### src/pkg/gpsfm_pkg.sv
/*
  Constants, register map, pin map and carrier types for the GPIO
  special-function pin multiplexer.
  Assumes a 32-bit APB3 slave port and 31 package pins numbered
  port0 bits 0-7, port1 bits 8-15, port2 bits 16-23, port6 bits 24-30.
*/
// How it works
// - Thirty-one GPIO pins, twenty with special functions
// - Enabled special function overrides port output/direction
// - GPIO control returns only after function disabled
// - Weak pull-up only while pin is input
// - DAC takes pin when config 01b or 10b
// - Reference B input when DAC 4-7 config 01b
// - PWM alternate pin needs enable, master, alternate
// - External clock pin active when any unit selects it
// - Seven registers per port, overridden by mux
package gpsfm_pkg;

  // ---------------------------------------------------------------
  // Sizes
  // ---------------------------------------------------------------
  localparam int NUM_PINS = 31;
  localparam int NUM_PWM = 10; // PWM channels
  localparam int NUM_DAC = 8; // DAC channels
  localparam int NUM_ALT = 8; // PWM channels with an alternate pin
  localparam int ADDR_W = 12; // APB byte address width
  localparam logic [31:0] VALID_MASK = 32'h7fff_ffff; // Bit 31 has no pin
  localparam logic [31:0] RST_WORD = 32'h0000_0000; // Reset of all registers

  // ---------------------------------------------------------------
  // Register map: port block at index*0x20 (port6 at 0x60), word index inside block
  // ---------------------------------------------------------------
  localparam logic [2:0] REG_OUT = 3'h0; // Port output
  localparam logic [2:0] REG_IN = 3'h1; // Port input, read only
  localparam logic [2:0] REG_DIR = 3'h2; // Port direction, 1 = output
  localparam logic [2:0] REG_EIF = 3'h3; // Edge flags, write 1 clears
  localparam logic [2:0] REG_EIE = 3'h4; // Edge flag enables
  localparam logic [2:0] REG_EIES = 3'h5; // Edge select, 1 = falling
  localparam logic [2:0] REG_PULLUP = 3'h6; // Weak pull-up select
  localparam logic [ADDR_W-1:0] ADDR_CFG_BASE = 12'h080; // First non-port word
  localparam logic [ADDR_W-1:0] ADDR_DAC_CFG = 12'h080; // 2 bits per DAC
  localparam logic [ADDR_W-1:0] ADDR_PWM_EN = 12'h084; // Channel enables
  localparam logic [ADDR_W-1:0] ADDR_PWM_ALT = 12'h088; // Alternate pin selects
  localparam logic [ADDR_W-1:0] ADDR_CTRL = 12'h08c; // Unit enables
  localparam logic [ADDR_W-1:0] ADDR_HELD = 12'h090; // Pins held, read only

  // Control register fields
  localparam int CTRL_W = 7;
  localparam int CTRL_PWM_MASTER = 0;
  localparam int CTRL_THREE_WIRE = 1;
  localparam int CTRL_I2C = 2;
  localparam int CTRL_SPI = 3;
  localparam int CTRL_TMR_EXTCLK = 4;
  localparam int CTRL_PWM_EXTCLK = 5;
  localparam int CTRL_SH_EXTCLK = 6;

  // DAC pin configuration codes
  localparam logic [1:0] DAC_CFG_EXT = 2'b01; // Pin plus external reference
  localparam logic [1:0] DAC_CFG_INT = 2'b10; // Pin, internal reference

  // ---------------------------------------------------------------
  // Pin indices of serial, reference and clock special pins
  // ---------------------------------------------------------------
  localparam int PIN_MDIO = 8; // Port1.0 serial data
  localparam int PIN_MCL = 9; // Port1.1 serial clock
  localparam int PIN_MCS = 10; // Port1.2 serial chip select
  localparam int PIN_MDI = 11; // Port1.3 SPI master data in
  localparam int PIN_REFB = 12; // Port1.4 reference input B
  localparam int PIN_REFA = 22; // Port2.6 reference input A
  localparam int PIN_EXT_CLK = 29; // Port6.5 external clock input

  // Default pin of PWM channel c, shared with DAC channel c
  function automatic int default_pin(input int c);
    case (c)
      0: default_pin = 4;
      1: default_pin = 5;
      2: default_pin = 29;
      3: default_pin = 13;
      4: default_pin = 14;
      5: default_pin = 15;
      6: default_pin = 30;
      7: default_pin = 23;
      8: default_pin = 6;
      default: default_pin = 7;
    endcase
  endfunction : default_pin

  // Alternate pin of PWM channel c, channels 0 to 7 only
  function automatic int alt_pin(input int c);
    case (c)
      0: alt_pin = 16;
      1: alt_pin = 17;
      2: alt_pin = 18;
      3: alt_pin = 19;
      4: alt_pin = 8;
      5: alt_pin = 11;
      6: alt_pin = 9;
      default: alt_pin = 10;
    endcase
  endfunction : alt_pin

  // Pin drive of one serial master: data, clock, chip select
  typedef struct packed {
    logic data_o; // Data level
    logic data_oe; // Data drive enable
    logic clk_o; // Clock level
    logic clk_oe; // Clock drive enable
    logic cs_o; // Chip select level
    logic cs_oe; // Chip select drive enable
  } gpsfm_serial_t;

endpackage : gpsfm_pkg

### src/verilog/gpsfm_pin_mux.sv
/*
  GPIO port registers on APB and the special-function pin multiplexer.
  Assumes the peripherals hand in their pin drive on pclk and read the
  filtered pin levels back; pins are split into level, drive, enable.
*/
`timescale 1ns/1ps
module gpsfm_pin_mux (
  input wire logic pclk, // Core clock, 25 MHz
  input wire logic presetn, // Asynchronous reset, active low
  input wire logic psel, // APB select
  input wire logic penable, // APB access phase
  input wire logic pwrite, // APB write
  input wire logic [gpsfm_pkg::ADDR_W-1:0] paddr, // APB byte address
  input wire logic [31:0] pwdata, // APB write data
  output logic [31:0] prdata, // APB read data
  output logic pready, // APB ready
  output logic pslverr, // APB error on unmapped word
  input wire logic [gpsfm_pkg::NUM_PINS-1:0] pin_in, // Pin levels
  output logic [gpsfm_pkg::NUM_PINS-1:0] pin_out, // Pin drive levels
  output logic [gpsfm_pkg::NUM_PINS-1:0] pin_oe, // Pin drive enables
  output logic [gpsfm_pkg::NUM_PINS-1:0] pin_pullup, // Weak pull-up enables
  input wire logic [gpsfm_pkg::NUM_PWM-1:0] pwm_out, // PWM channel outputs
  input wire gpsfm_pkg::gpsfm_serial_t three_wire_pins, // Three-wire drive
  input wire gpsfm_pkg::gpsfm_serial_t i2c_pins, // I2C master drive
  input wire gpsfm_pkg::gpsfm_serial_t spi_pins, // SPI master drive
  output logic [gpsfm_pkg::NUM_PINS-1:0] pin_level, // Filtered pin levels
  output logic [gpsfm_pkg::NUM_DAC-1:0] dac_pin_drive, // DAC owns its pin
  output logic ref_a_select, // Reference A pin in use
  output logic ref_b_select, // Reference B pin in use
  output logic ext_clock_active, // External clock pin in use
  output logic ext_clock_in // Filtered external clock level
);
  import gpsfm_pkg::*;

  // ---------------------------------------------------------------
  // State
  // ---------------------------------------------------------------
  logic [31:0] out_r, dir_r, eif_r, eie_r, eies_r, pu_r; // Port registers
  logic [15:0] dac_cfg_r; // DAC pin configuration fields
  logic [NUM_PWM-1:0] pwm_en_r; // PWM channel enables
  logic [NUM_PWM-1:0] pwm_alt_r; // PWM alternate pin selects
  logic [CTRL_W-1:0] ctrl_r; // Unit enables and clock selects
  logic [NUM_PINS-1:0] s1_r, s2_r, s3_r; // Input synchroniser stages
  logic [NUM_PINS-1:0] lvl_r; // Filtered pin level
  logic [31:0] prdata_r; // Read data
  logic pready_r, pslverr_r; // Access phase answer
  logic [NUM_PINS-1:0] pin_out_r, pin_oe_r, pin_pu_r; // Pin drive
  logic [NUM_DAC-1:0] dac_drive_r; // DAC ownership
  logic ref_a_r, ref_b_r, ext_act_r; // Analog and clock pin use

  // ---------------------------------------------------------------
  // Helpers
  // ---------------------------------------------------------------
  // Byte lane of one port inside the flat pin word
  function automatic logic [31:0] port_mask(input logic [1:0] p);
    port_mask = VALID_MASK & (32'h0000_00ff << {p, 3'b000});
  endfunction : port_mask

  // One port byte, right aligned
  function automatic logic [31:0] port_byte(input logic [31:0] v, input logic [1:0] p);
    port_byte = {24'h00_0000, v[{p, 3'b000} +: 8]};
  endfunction : port_byte

  // DAC pin taken for both configuration codes
  function automatic logic dac_drives(input logic [1:0] cfg);
    dac_drives = (cfg == DAC_CFG_EXT) || (cfg == DAC_CFG_INT);
  endfunction : dac_drives

  // ---------------------------------------------------------------
  // APB decode
  // ---------------------------------------------------------------
  wire [1:0] port_idx = paddr[6:5]; // Port 0, 1, 2, 6
  wire [2:0] reg_idx = paddr[4:2]; // Word inside port block
  wire port_blk = paddr < ADDR_CFG_BASE; // Port register block
  wire apb_setup = psel & ~penable; // Setup cycle
  wire apb_wr = psel & penable & pwrite & pready_r; // Write takes effect
  wire [31:0] port_m = port_mask(port_idx); // Addressed port lane
  wire [31:0] wr_byte = {4{pwdata[7:0]}} & port_m; // Data in that lane
  wire wr_port = apb_wr & port_blk; // Port block write
  wire wr_out = wr_port & (reg_idx == REG_OUT);
  wire wr_dir = wr_port & (reg_idx == REG_DIR);
  wire wr_eif = wr_port & (reg_idx == REG_EIF);
  wire wr_eie = wr_port & (reg_idx == REG_EIE);
  wire wr_eies = wr_port & (reg_idx == REG_EIES);
  wire wr_pu = wr_port & (reg_idx == REG_PULLUP);
  wire wr_dac = apb_wr & (paddr == ADDR_DAC_CFG);
  wire wr_pen = apb_wr & (paddr == ADDR_PWM_EN);
  wire wr_palt = apb_wr & (paddr == ADDR_PWM_ALT);
  wire wr_ctrl = apb_wr & (paddr == ADDR_CTRL);

  logic [NUM_PINS-1:0] sp_sel, sp_out, sp_oe; // Special function claim

  // Read mux; unmapped words read zero with an error
  logic [31:0] rd_val;
  logic rd_hit;
  always_comb begin
    rd_val = RST_WORD;
    rd_hit = 1'b1;
    if (port_blk) begin
      if (reg_idx == REG_OUT) rd_val = port_byte(out_r, port_idx);
      else if (reg_idx == REG_IN) rd_val = port_byte({1'b0, lvl_r}, port_idx);
      else if (reg_idx == REG_DIR) rd_val = port_byte(dir_r, port_idx);
      else if (reg_idx == REG_EIF) rd_val = port_byte(eif_r, port_idx);
      else if (reg_idx == REG_EIE) rd_val = port_byte(eie_r, port_idx);
      else if (reg_idx == REG_EIES) rd_val = port_byte(eies_r, port_idx);
      else if (reg_idx == REG_PULLUP) rd_val = port_byte(pu_r, port_idx);
      else rd_hit = 1'b0;
    end else if (paddr == ADDR_DAC_CFG) rd_val = {16'h0000, dac_cfg_r};
    else if (paddr == ADDR_PWM_EN) rd_val = {22'h0, pwm_en_r};
    else if (paddr == ADDR_PWM_ALT) rd_val = {22'h0, pwm_alt_r};
    else if (paddr == ADDR_CTRL) rd_val = {25'h0, ctrl_r};
    else if (paddr == ADDR_HELD) rd_val = {1'b0, sp_sel};
    else rd_hit = 1'b0;
  end

  // ---------------------------------------------------------------
  // Input filter and edge flags
  // ---------------------------------------------------------------
  // Take the new level only where stages two and three agree
  wire [NUM_PINS-1:0] lvl_nxt = (s2_r & s3_r) | (lvl_r & (s2_r ^ s3_r));
  wire [NUM_PINS-1:0] rise = lvl_nxt & ~lvl_r;
  wire [NUM_PINS-1:0] fall = ~lvl_nxt & lvl_r;
  wire [NUM_PINS-1:0] eif_set = (rise & ~eies_r[NUM_PINS-1:0]) | (fall & eies_r[NUM_PINS-1:0]);
  // Set wins over a clear written in the same cycle
  wire [31:0] eif_clr = wr_eif ? wr_byte : RST_WORD;
  wire [31:0] eif_nxt = ((eif_r & ~eif_clr) | {1'b0, eif_set}) & VALID_MASK;

  // ---------------------------------------------------------------
  // Function enables
  // ---------------------------------------------------------------
  wire master_en = ctrl_r[CTRL_PWM_MASTER];
  logic [NUM_PWM-1:0] pwm_def, pwm_alt; // PWM on default or alternate pin
  logic [NUM_DAC-1:0] dac_on, dac_ext; // DAC owns pin, external reference
  for (genvar c = 0; c < NUM_PWM; c++) begin : g_pwm
    assign pwm_def[c] = pwm_en_r[c] & master_en & ~pwm_alt_r[c];
    assign pwm_alt[c] = pwm_en_r[c] & master_en & pwm_alt_r[c];
  end
  for (genvar c = 0; c < NUM_DAC; c++) begin : g_dac
    assign dac_on[c] = dac_drives(dac_cfg_r[2*c +: 2]);
    assign dac_ext[c] = dac_cfg_r[2*c +: 2] == DAC_CFG_EXT;
  end
  wire refa_any = |dac_ext[3:0];
  wire refb_any = |dac_ext[7:4];
  wire ext_clk_any = ctrl_r[CTRL_TMR_EXTCLK] | ctrl_r[CTRL_PWM_EXTCLK]
                   | ctrl_r[CTRL_SH_EXTCLK];

  // ---------------------------------------------------------------
  // Pin claim; later assignments take precedence
  // ---------------------------------------------------------------
  always_comb begin
    sp_sel = '0;
    sp_out = '0;
    sp_oe = '0;
    // Clock input sits below DAC and PWM on its shared pin
    if (ext_clk_any) sp_sel[PIN_EXT_CLK] = 1'b1;
    for (int c = 0; c < NUM_PWM; c++) begin
      if (pwm_def[c]) begin
        sp_sel[default_pin(c)] = 1'b1;
        sp_out[default_pin(c)] = pwm_out[c];
        sp_oe[default_pin(c)] = 1'b1;
      end
    end
    // Analog use floats the digital driver
    for (int c = 0; c < NUM_DAC; c++) begin
      if (dac_on[c]) begin
        sp_sel[default_pin(c)] = 1'b1;
        sp_out[default_pin(c)] = 1'b0;
        sp_oe[default_pin(c)] = 1'b0;
      end
    end
    if (refa_any) sp_sel[PIN_REFA] = 1'b1;
    if (refb_any) sp_sel[PIN_REFB] = 1'b1;
    for (int c = 0; c < NUM_ALT; c++) begin
      if (pwm_alt[c]) begin
        sp_sel[alt_pin(c)] = 1'b1;
        sp_out[alt_pin(c)] = pwm_out[c];
        sp_oe[alt_pin(c)] = 1'b1;
      end
    end
    if (ctrl_r[CTRL_SPI]) begin
      sp_sel[PIN_MDIO] = 1'b1;
      sp_out[PIN_MDIO] = spi_pins.data_o;
      sp_oe[PIN_MDIO] = spi_pins.data_oe;
      sp_sel[PIN_MCL] = 1'b1;
      sp_out[PIN_MCL] = spi_pins.clk_o;
      sp_oe[PIN_MCL] = spi_pins.clk_oe;
      sp_sel[PIN_MCS] = 1'b1;
      sp_out[PIN_MCS] = spi_pins.cs_o;
      sp_oe[PIN_MCS] = spi_pins.cs_oe;
      sp_sel[PIN_MDI] = 1'b1;
      sp_out[PIN_MDI] = 1'b0;
      sp_oe[PIN_MDI] = 1'b0;
    end
    if (ctrl_r[CTRL_I2C]) begin
      sp_sel[PIN_MDIO] = 1'b1;
      sp_out[PIN_MDIO] = i2c_pins.data_o;
      sp_oe[PIN_MDIO] = i2c_pins.data_oe;
      sp_sel[PIN_MCL] = 1'b1;
      sp_out[PIN_MCL] = i2c_pins.clk_o;
      sp_oe[PIN_MCL] = i2c_pins.clk_oe;
    end
    if (ctrl_r[CTRL_THREE_WIRE]) begin
      sp_sel[PIN_MDIO] = 1'b1;
      sp_out[PIN_MDIO] = three_wire_pins.data_o;
      sp_oe[PIN_MDIO] = three_wire_pins.data_oe;
      sp_sel[PIN_MCL] = 1'b1;
      sp_out[PIN_MCL] = three_wire_pins.clk_o;
      sp_oe[PIN_MCL] = three_wire_pins.clk_oe;
      sp_sel[PIN_MCS] = 1'b1;
      sp_out[PIN_MCS] = three_wire_pins.cs_o;
      sp_oe[PIN_MCS] = three_wire_pins.cs_oe;
    end
  end

  // Port registers apply only where no function holds the pin
  wire [NUM_PINS-1:0] gpio_dir = dir_r[NUM_PINS-1:0];
  wire [NUM_PINS-1:0] out_nxt_pin = (sp_sel & sp_out) | (~sp_sel & out_r[NUM_PINS-1:0]);
  wire [NUM_PINS-1:0] oe_nxt_pin = (sp_sel & sp_oe) | (~sp_sel & gpio_dir);
  wire [NUM_PINS-1:0] pu_nxt_pin = pu_r[NUM_PINS-1:0] & ~gpio_dir & ~sp_sel;

  // ---------------------------------------------------------------
  // Registers
  // ---------------------------------------------------------------
  // Software-visible state; byte writes only touch the addressed port
  always_ff @(posedge pclk or negedge presetn) begin
    if (!presetn) begin
      out_r <= RST_WORD;
      dir_r <= RST_WORD;
      eif_r <= RST_WORD;
      eie_r <= RST_WORD;
      eies_r <= RST_WORD;
      pu_r <= RST_WORD;
      dac_cfg_r <= '0;
      pwm_en_r <= '0;
      pwm_alt_r <= '0;
      ctrl_r <= '0;
    end else begin
      if (wr_out) out_r <= (out_r & ~port_m) | wr_byte;
      if (wr_dir) dir_r <= (dir_r & ~port_m) | wr_byte;
      if (wr_eie) eie_r <= (eie_r & ~port_m) | wr_byte;
      if (wr_eies) eies_r <= (eies_r & ~port_m) | wr_byte;
      if (wr_pu) pu_r <= (pu_r & ~port_m) | wr_byte;
      eif_r <= eif_nxt;
      if (wr_dac) dac_cfg_r <= pwdata[15:0];
      if (wr_pen) pwm_en_r <= pwdata[NUM_PWM-1:0];
      if (wr_palt) pwm_alt_r <= pwdata[NUM_PWM-1:0];
      if (wr_ctrl) ctrl_r <= pwdata[CTRL_W-1:0];
    end
  end

  // Three-stage input chain; stage one feeds only stage two
  always_ff @(posedge pclk or negedge presetn) begin
    if (!presetn) begin
      s1_r <= '0;
      s2_r <= '0;
      s3_r <= '0;
      lvl_r <= '0;
    end else begin
      s1_r <= pin_in;
      s2_r <= s1_r;
      s3_r <= s2_r;
      lvl_r <= lvl_nxt;
    end
  end

  // Answer is prepared in setup so the access phase never waits
  always_ff @(posedge pclk or negedge presetn) begin
    if (!presetn) begin
      prdata_r <= RST_WORD;
      pready_r <= 1'b0;
      pslverr_r <= 1'b0;
    end else begin
      pready_r <= apb_setup;
      pslverr_r <= apb_setup & ~rd_hit;
      if (apb_setup) prdata_r <= pwrite ? RST_WORD : rd_val;
    end
  end

  // Pin drive registered, one cycle behind the claim
  always_ff @(posedge pclk or negedge presetn) begin
    if (!presetn) begin
      pin_out_r <= '0;
      pin_oe_r <= '0;
      pin_pu_r <= '0;
      dac_drive_r <= '0;
      ref_a_r <= 1'b0;
      ref_b_r <= 1'b0;
      ext_act_r <= 1'b0;
    end else begin
      pin_out_r <= out_nxt_pin;
      pin_oe_r <= oe_nxt_pin;
      pin_pu_r <= pu_nxt_pin;
      dac_drive_r <= dac_on;
      ref_a_r <= refa_any;
      ref_b_r <= refb_any;
      ext_act_r <= ext_clk_any;
    end
  end

  assign prdata = prdata_r;
  assign pready = pready_r;
  assign pslverr = pslverr_r;
  assign pin_out = pin_out_r;
  assign pin_oe = pin_oe_r;
  assign pin_pullup = pin_pu_r;
  assign pin_level = lvl_r;
  assign dac_pin_drive = dac_drive_r;
  assign ref_a_select = ref_a_r;
  assign ref_b_select = ref_b_r;
  assign ext_clock_active = ext_act_r;
  assign ext_clock_in = lvl_r[PIN_EXT_CLK];
endmodule : gpsfm_pin_mux

### config.mk
export PLATFORM = sky130hd
export DESIGN_NAME = gpsfm_pin_mux
export DESIGN_NICKNAME = d
export VERILOG_FILES = /design/src/pkg/gpsfm_pkg.sv /design/src/verilog/gpsfm_pin_mux.sv
export SDC_FILE = /design/constraint.sdc
export NUM_CORES = 1
export LEC_CHECK = 0
export ABC_AREA = 1
export BUFFER_PORTS_ARGS = -buffer_cell sky130_fd_sc_hd__clkbuf_2
export CAP_MARGIN = 20
export CORE_ASPECT_RATIO = 0.7
export CORE_MARGIN = 5
export CORE_UTILIZATION = 58
export CTS_BUF_LIST = sky130_fd_sc_hd__clkbuf_4 sky130_fd_sc_hd__clkbuf_8 sky130_fd_sc_hd__clkbuf_16
export CTS_CLUSTER_DIAMETER = 60
export CTS_CLUSTER_SIZE = 25
export DETAILED_ROUTE_END_ITERATION = 10
export GPL_TIMING_DRIVEN = 0
export PLACE_DENSITY = 0.8
export SYNTH_ARGS = -nofsm -noshare
export SYNTH_HDL_FRONTEND = slang
export SYNTH_SLANG_ARGS = --single-unit
### constraint.sdc
create_clock -name pclk -period 2.2 [get_ports pclk]
set_clock_uncertainty 0.2 [all_clocks]
set_input_delay 0.44 -clock pclk [delete_from_list [all_inputs] [get_ports pclk]]
set_output_delay 0.44 -clock pclk [all_outputs]
set_load 0.05 [all_outputs]
==> impl_metrics.json <==
{
  "clock_tree.buffer_depth": 3,
  "critPathCaptureType": "register",
  "multiInputGateArea_um2": 6900,
  "cp.required_ns": 2.52,
  "antenna_left": 0,
  "startpoint_type": "input pin",
  "clock.fmax_mhz": 457,
  "r2r_end": "pin_out[8]",
  "die_w_um": 234,
  "critical_path_class": "in2reg",
  "synth-seq-cells": 483,
  "fin_crit_sh": 0.996,
  "min_path_cells": 3,
  "fin_cells": 2967,
  "netlist_instances": 2118,
  "grt_usage": 0.352,
  "grt_overflow_total": 0,
  "final_util": 0.693,
  "cts-htree-levels": 1,
  "rows": 57,
  "power.density_nw_per_um2": 685,
  "fin_crit_ns": 2.19,
  "finalHoldViolCount": 0,
  "pin_count": 278,
  "num_vias": 17600,
  "drc": 0,
  "cts_made_buffers": 27,
  "drt_pre_antenna_iters": 6,
  "ir_drop_uv": 777,
  "insertion_delay_ns": 0.60,
  "reg2reg_from": "ctrl_r[1]",
  "final_cell_mix": "nand2_1, dfrtp_1, clkbuf_2",
  "syn_area_per_cell_um2": 9.60,
  "drt-total-wl_um": 69000,
  "run_status": "complete, no violations",
  "antenna_found_initial": 2,
  "slew_headroom": 0.414,
  "dp.final_hpwl_um": 50700,
  "netlist_area_um2": 20300,
  "wl_per_cell_um": 23.3,
  "p_leak_nw": 11.8,
  "first_iter_violations": 2936,
  "setup_viol": 0,
  "area_growth_syn_to_layout_pct": 18.0,
  "grt_max_degree": 123,
  "nFillCells": 2697,
  "cts-root-buf": "clkbuf_16",
  "gp_congestion": 1.02,
  "grt_pass1_wl_um": 104000,
  "drv_slew": 0,
  "holdWs_ns": 0.0113,
  "dieArea_um2": 39000,
  "rrSetupSlack_ns": 0.08,
  "yosysSeqAreaShare": 0.594,
  "min_from": "pwdata[6]",
  "fp.dieH_um": 167,
  "post-place-cells": 2852,
  "cts_tree": "yes",
  "worst_pin_slew_ns": 0.879,
  "register_area_um2": 12100,
  "cts_sinks": 483,
  "vias_per_cell": 5.94,
  "ys_types": 49,
  "arrival_ns": 2.51,
  "finalPower_mw": 16.4,
  "mostFrequentLayoutCell": "nand2_1",
  "drive_gt1_frac": 0.179,
  "cts.clk_slew.worst_paths_ns": 0.10,
  "port_buffers": 250,
  "yosysWarnings": 0,
  "drv_cap": 0,
  "hp-class": "in2reg",
  "grt_pass1_vias": 17100,
  "initial_utilization": 0.587,
  "cp_max_fo": 10,
  "rr_worst_depth": 7,
  "fin_nets": 2624,
  "core_um2": 34700
}
[stage by stage]
| stage | setup TNS (ns) | setup WS [ns] | cell area, um2 |
|---|---|---|---|
| detailed placement | -51.47 | -0.807 | 22400 |
| global route | -0.0194 | -0.0166 | 24000 |
| floorplan | 0 | 0.166 | 20400 |
| global placement | -4903.99 | -10.10 | 22200 |
| CTS | -0.0193 | -0.0193 | 23900 |
| finish | 0 | 0.00989 | 24000 |
[layer usage]
metal	routed length [um]	global-route usage	part of all wire	up-vias
met5	27	0.00500	0.00039	-
met4	2540	0.103	0.037	4
met3	9580	0.104	0.14	191
met2	28700	0.486	0.42	1195
met1	28200	0.543	0.41	8564
li1	-	-	-	7678
[where the power goes]
group          leakage [nW]  internal [mW]  switching [mW]
sequential             6.31           9.03           0.116
combinational          5.03          0.424            1.15
clock                 0.440           2.56            3.16
[synth_stat cells, drive strengths merged]
cell / number / area share
nor4: 4 / 0.0020
nor3: 8 / 0.0020
buf: 70 / 0.026
o211ai: 12 / 0.0044
nor2: 160 / 0.033
dfrtp: 483 / 0.59
a221oi: 1 / 0.00043
conb: 1 / 0.00018
a211oi: 2 / 0.00074
or2: 11 / 0.0034
nand3: 134 / 0.043
o2111ai: 9 / 0.0039
inv: 208 / 0.038
nand2: 514 / 0.096
and3: 3 / 0.00092
o311ai: 23 / 0.0099
clkinv: 2 / 0.00037
a21o: 25 / 0.0092
nand4: 19 / 0.0062
a22oi: 8 / 0.0030
o22ai: 18 / 0.0055
a21oi: 24 / 0.0059
nand3b: 4 / 0.0015
a22o: 1 / 0.00043
clkbuf: 30 / 0.0055
o21ai: 285 / 0.072
ha: 39 / 0.024
a41oi: 5 / 0.0022
or4: 2 / 0.00074
o221ai: 13 / 0.0056
[critical path, cell delays in order]
cell	delay (ns)
clkbuf_2	0.17
nand2_1	0.26
buf_2	0.40
clkbuf_2	0.44
o22ai_1	0.15
nand3b_1	0.27
nand4_1	0.16
nand3_1	0.11
nand2_1	0.09
[cell families after synthesis]
kind of cell	Yosys count	share of synthesized area
other	1	0.000184
buffers and inverters	310	0.0699
AO/OA/AOI/OAI	426	0.123
AND/OR/NAND/NOR	859	0.189
adder cells (fa/ha/maj)	39	0.0240
flip-flops	483	0.594
[area by class of cell]
class,count,area share
sequential,483,0.503
multi-input combinational,1332,0.287
timing repair buffer,324,0.0878
inverter,210,0.0329
clock buffer,31,0.0296
buffer,99,0.0267
tap,472,0.0246
clock inverter,14,0.00735
antenna,2,0.000208
[worst max path at each step]
stage | start | to | slack, ns | cells past startpoint
after floorplan | pready | dac_cfg_r[6] | 0.17 | 6
after global placement | presetn | pin_pullup[6] | -10.10 | 1
after detailed placement | paddr[5] | prdata[1] | -0.81 | 9
after CTS | pready | eif_r[4] | -0.02 | 7
after global routing | pready | dac_cfg_r[6] | -0.02 | 7
final | paddr[6] | prdata[4] | 0.01 | 9
[repair_timing]
action / 4_1_cts / 5_1_grt
setup buffers: 0 / 3
pin swaps: 0 / 2
setup endpoints to repair: 99 / 247
resized for setup: 7 / 14
gates cloned: 0 / 1
hold endpoints to repair: 191 / 0
hold buffers: 65 / 0
Power figures use the tool's default switching activity.
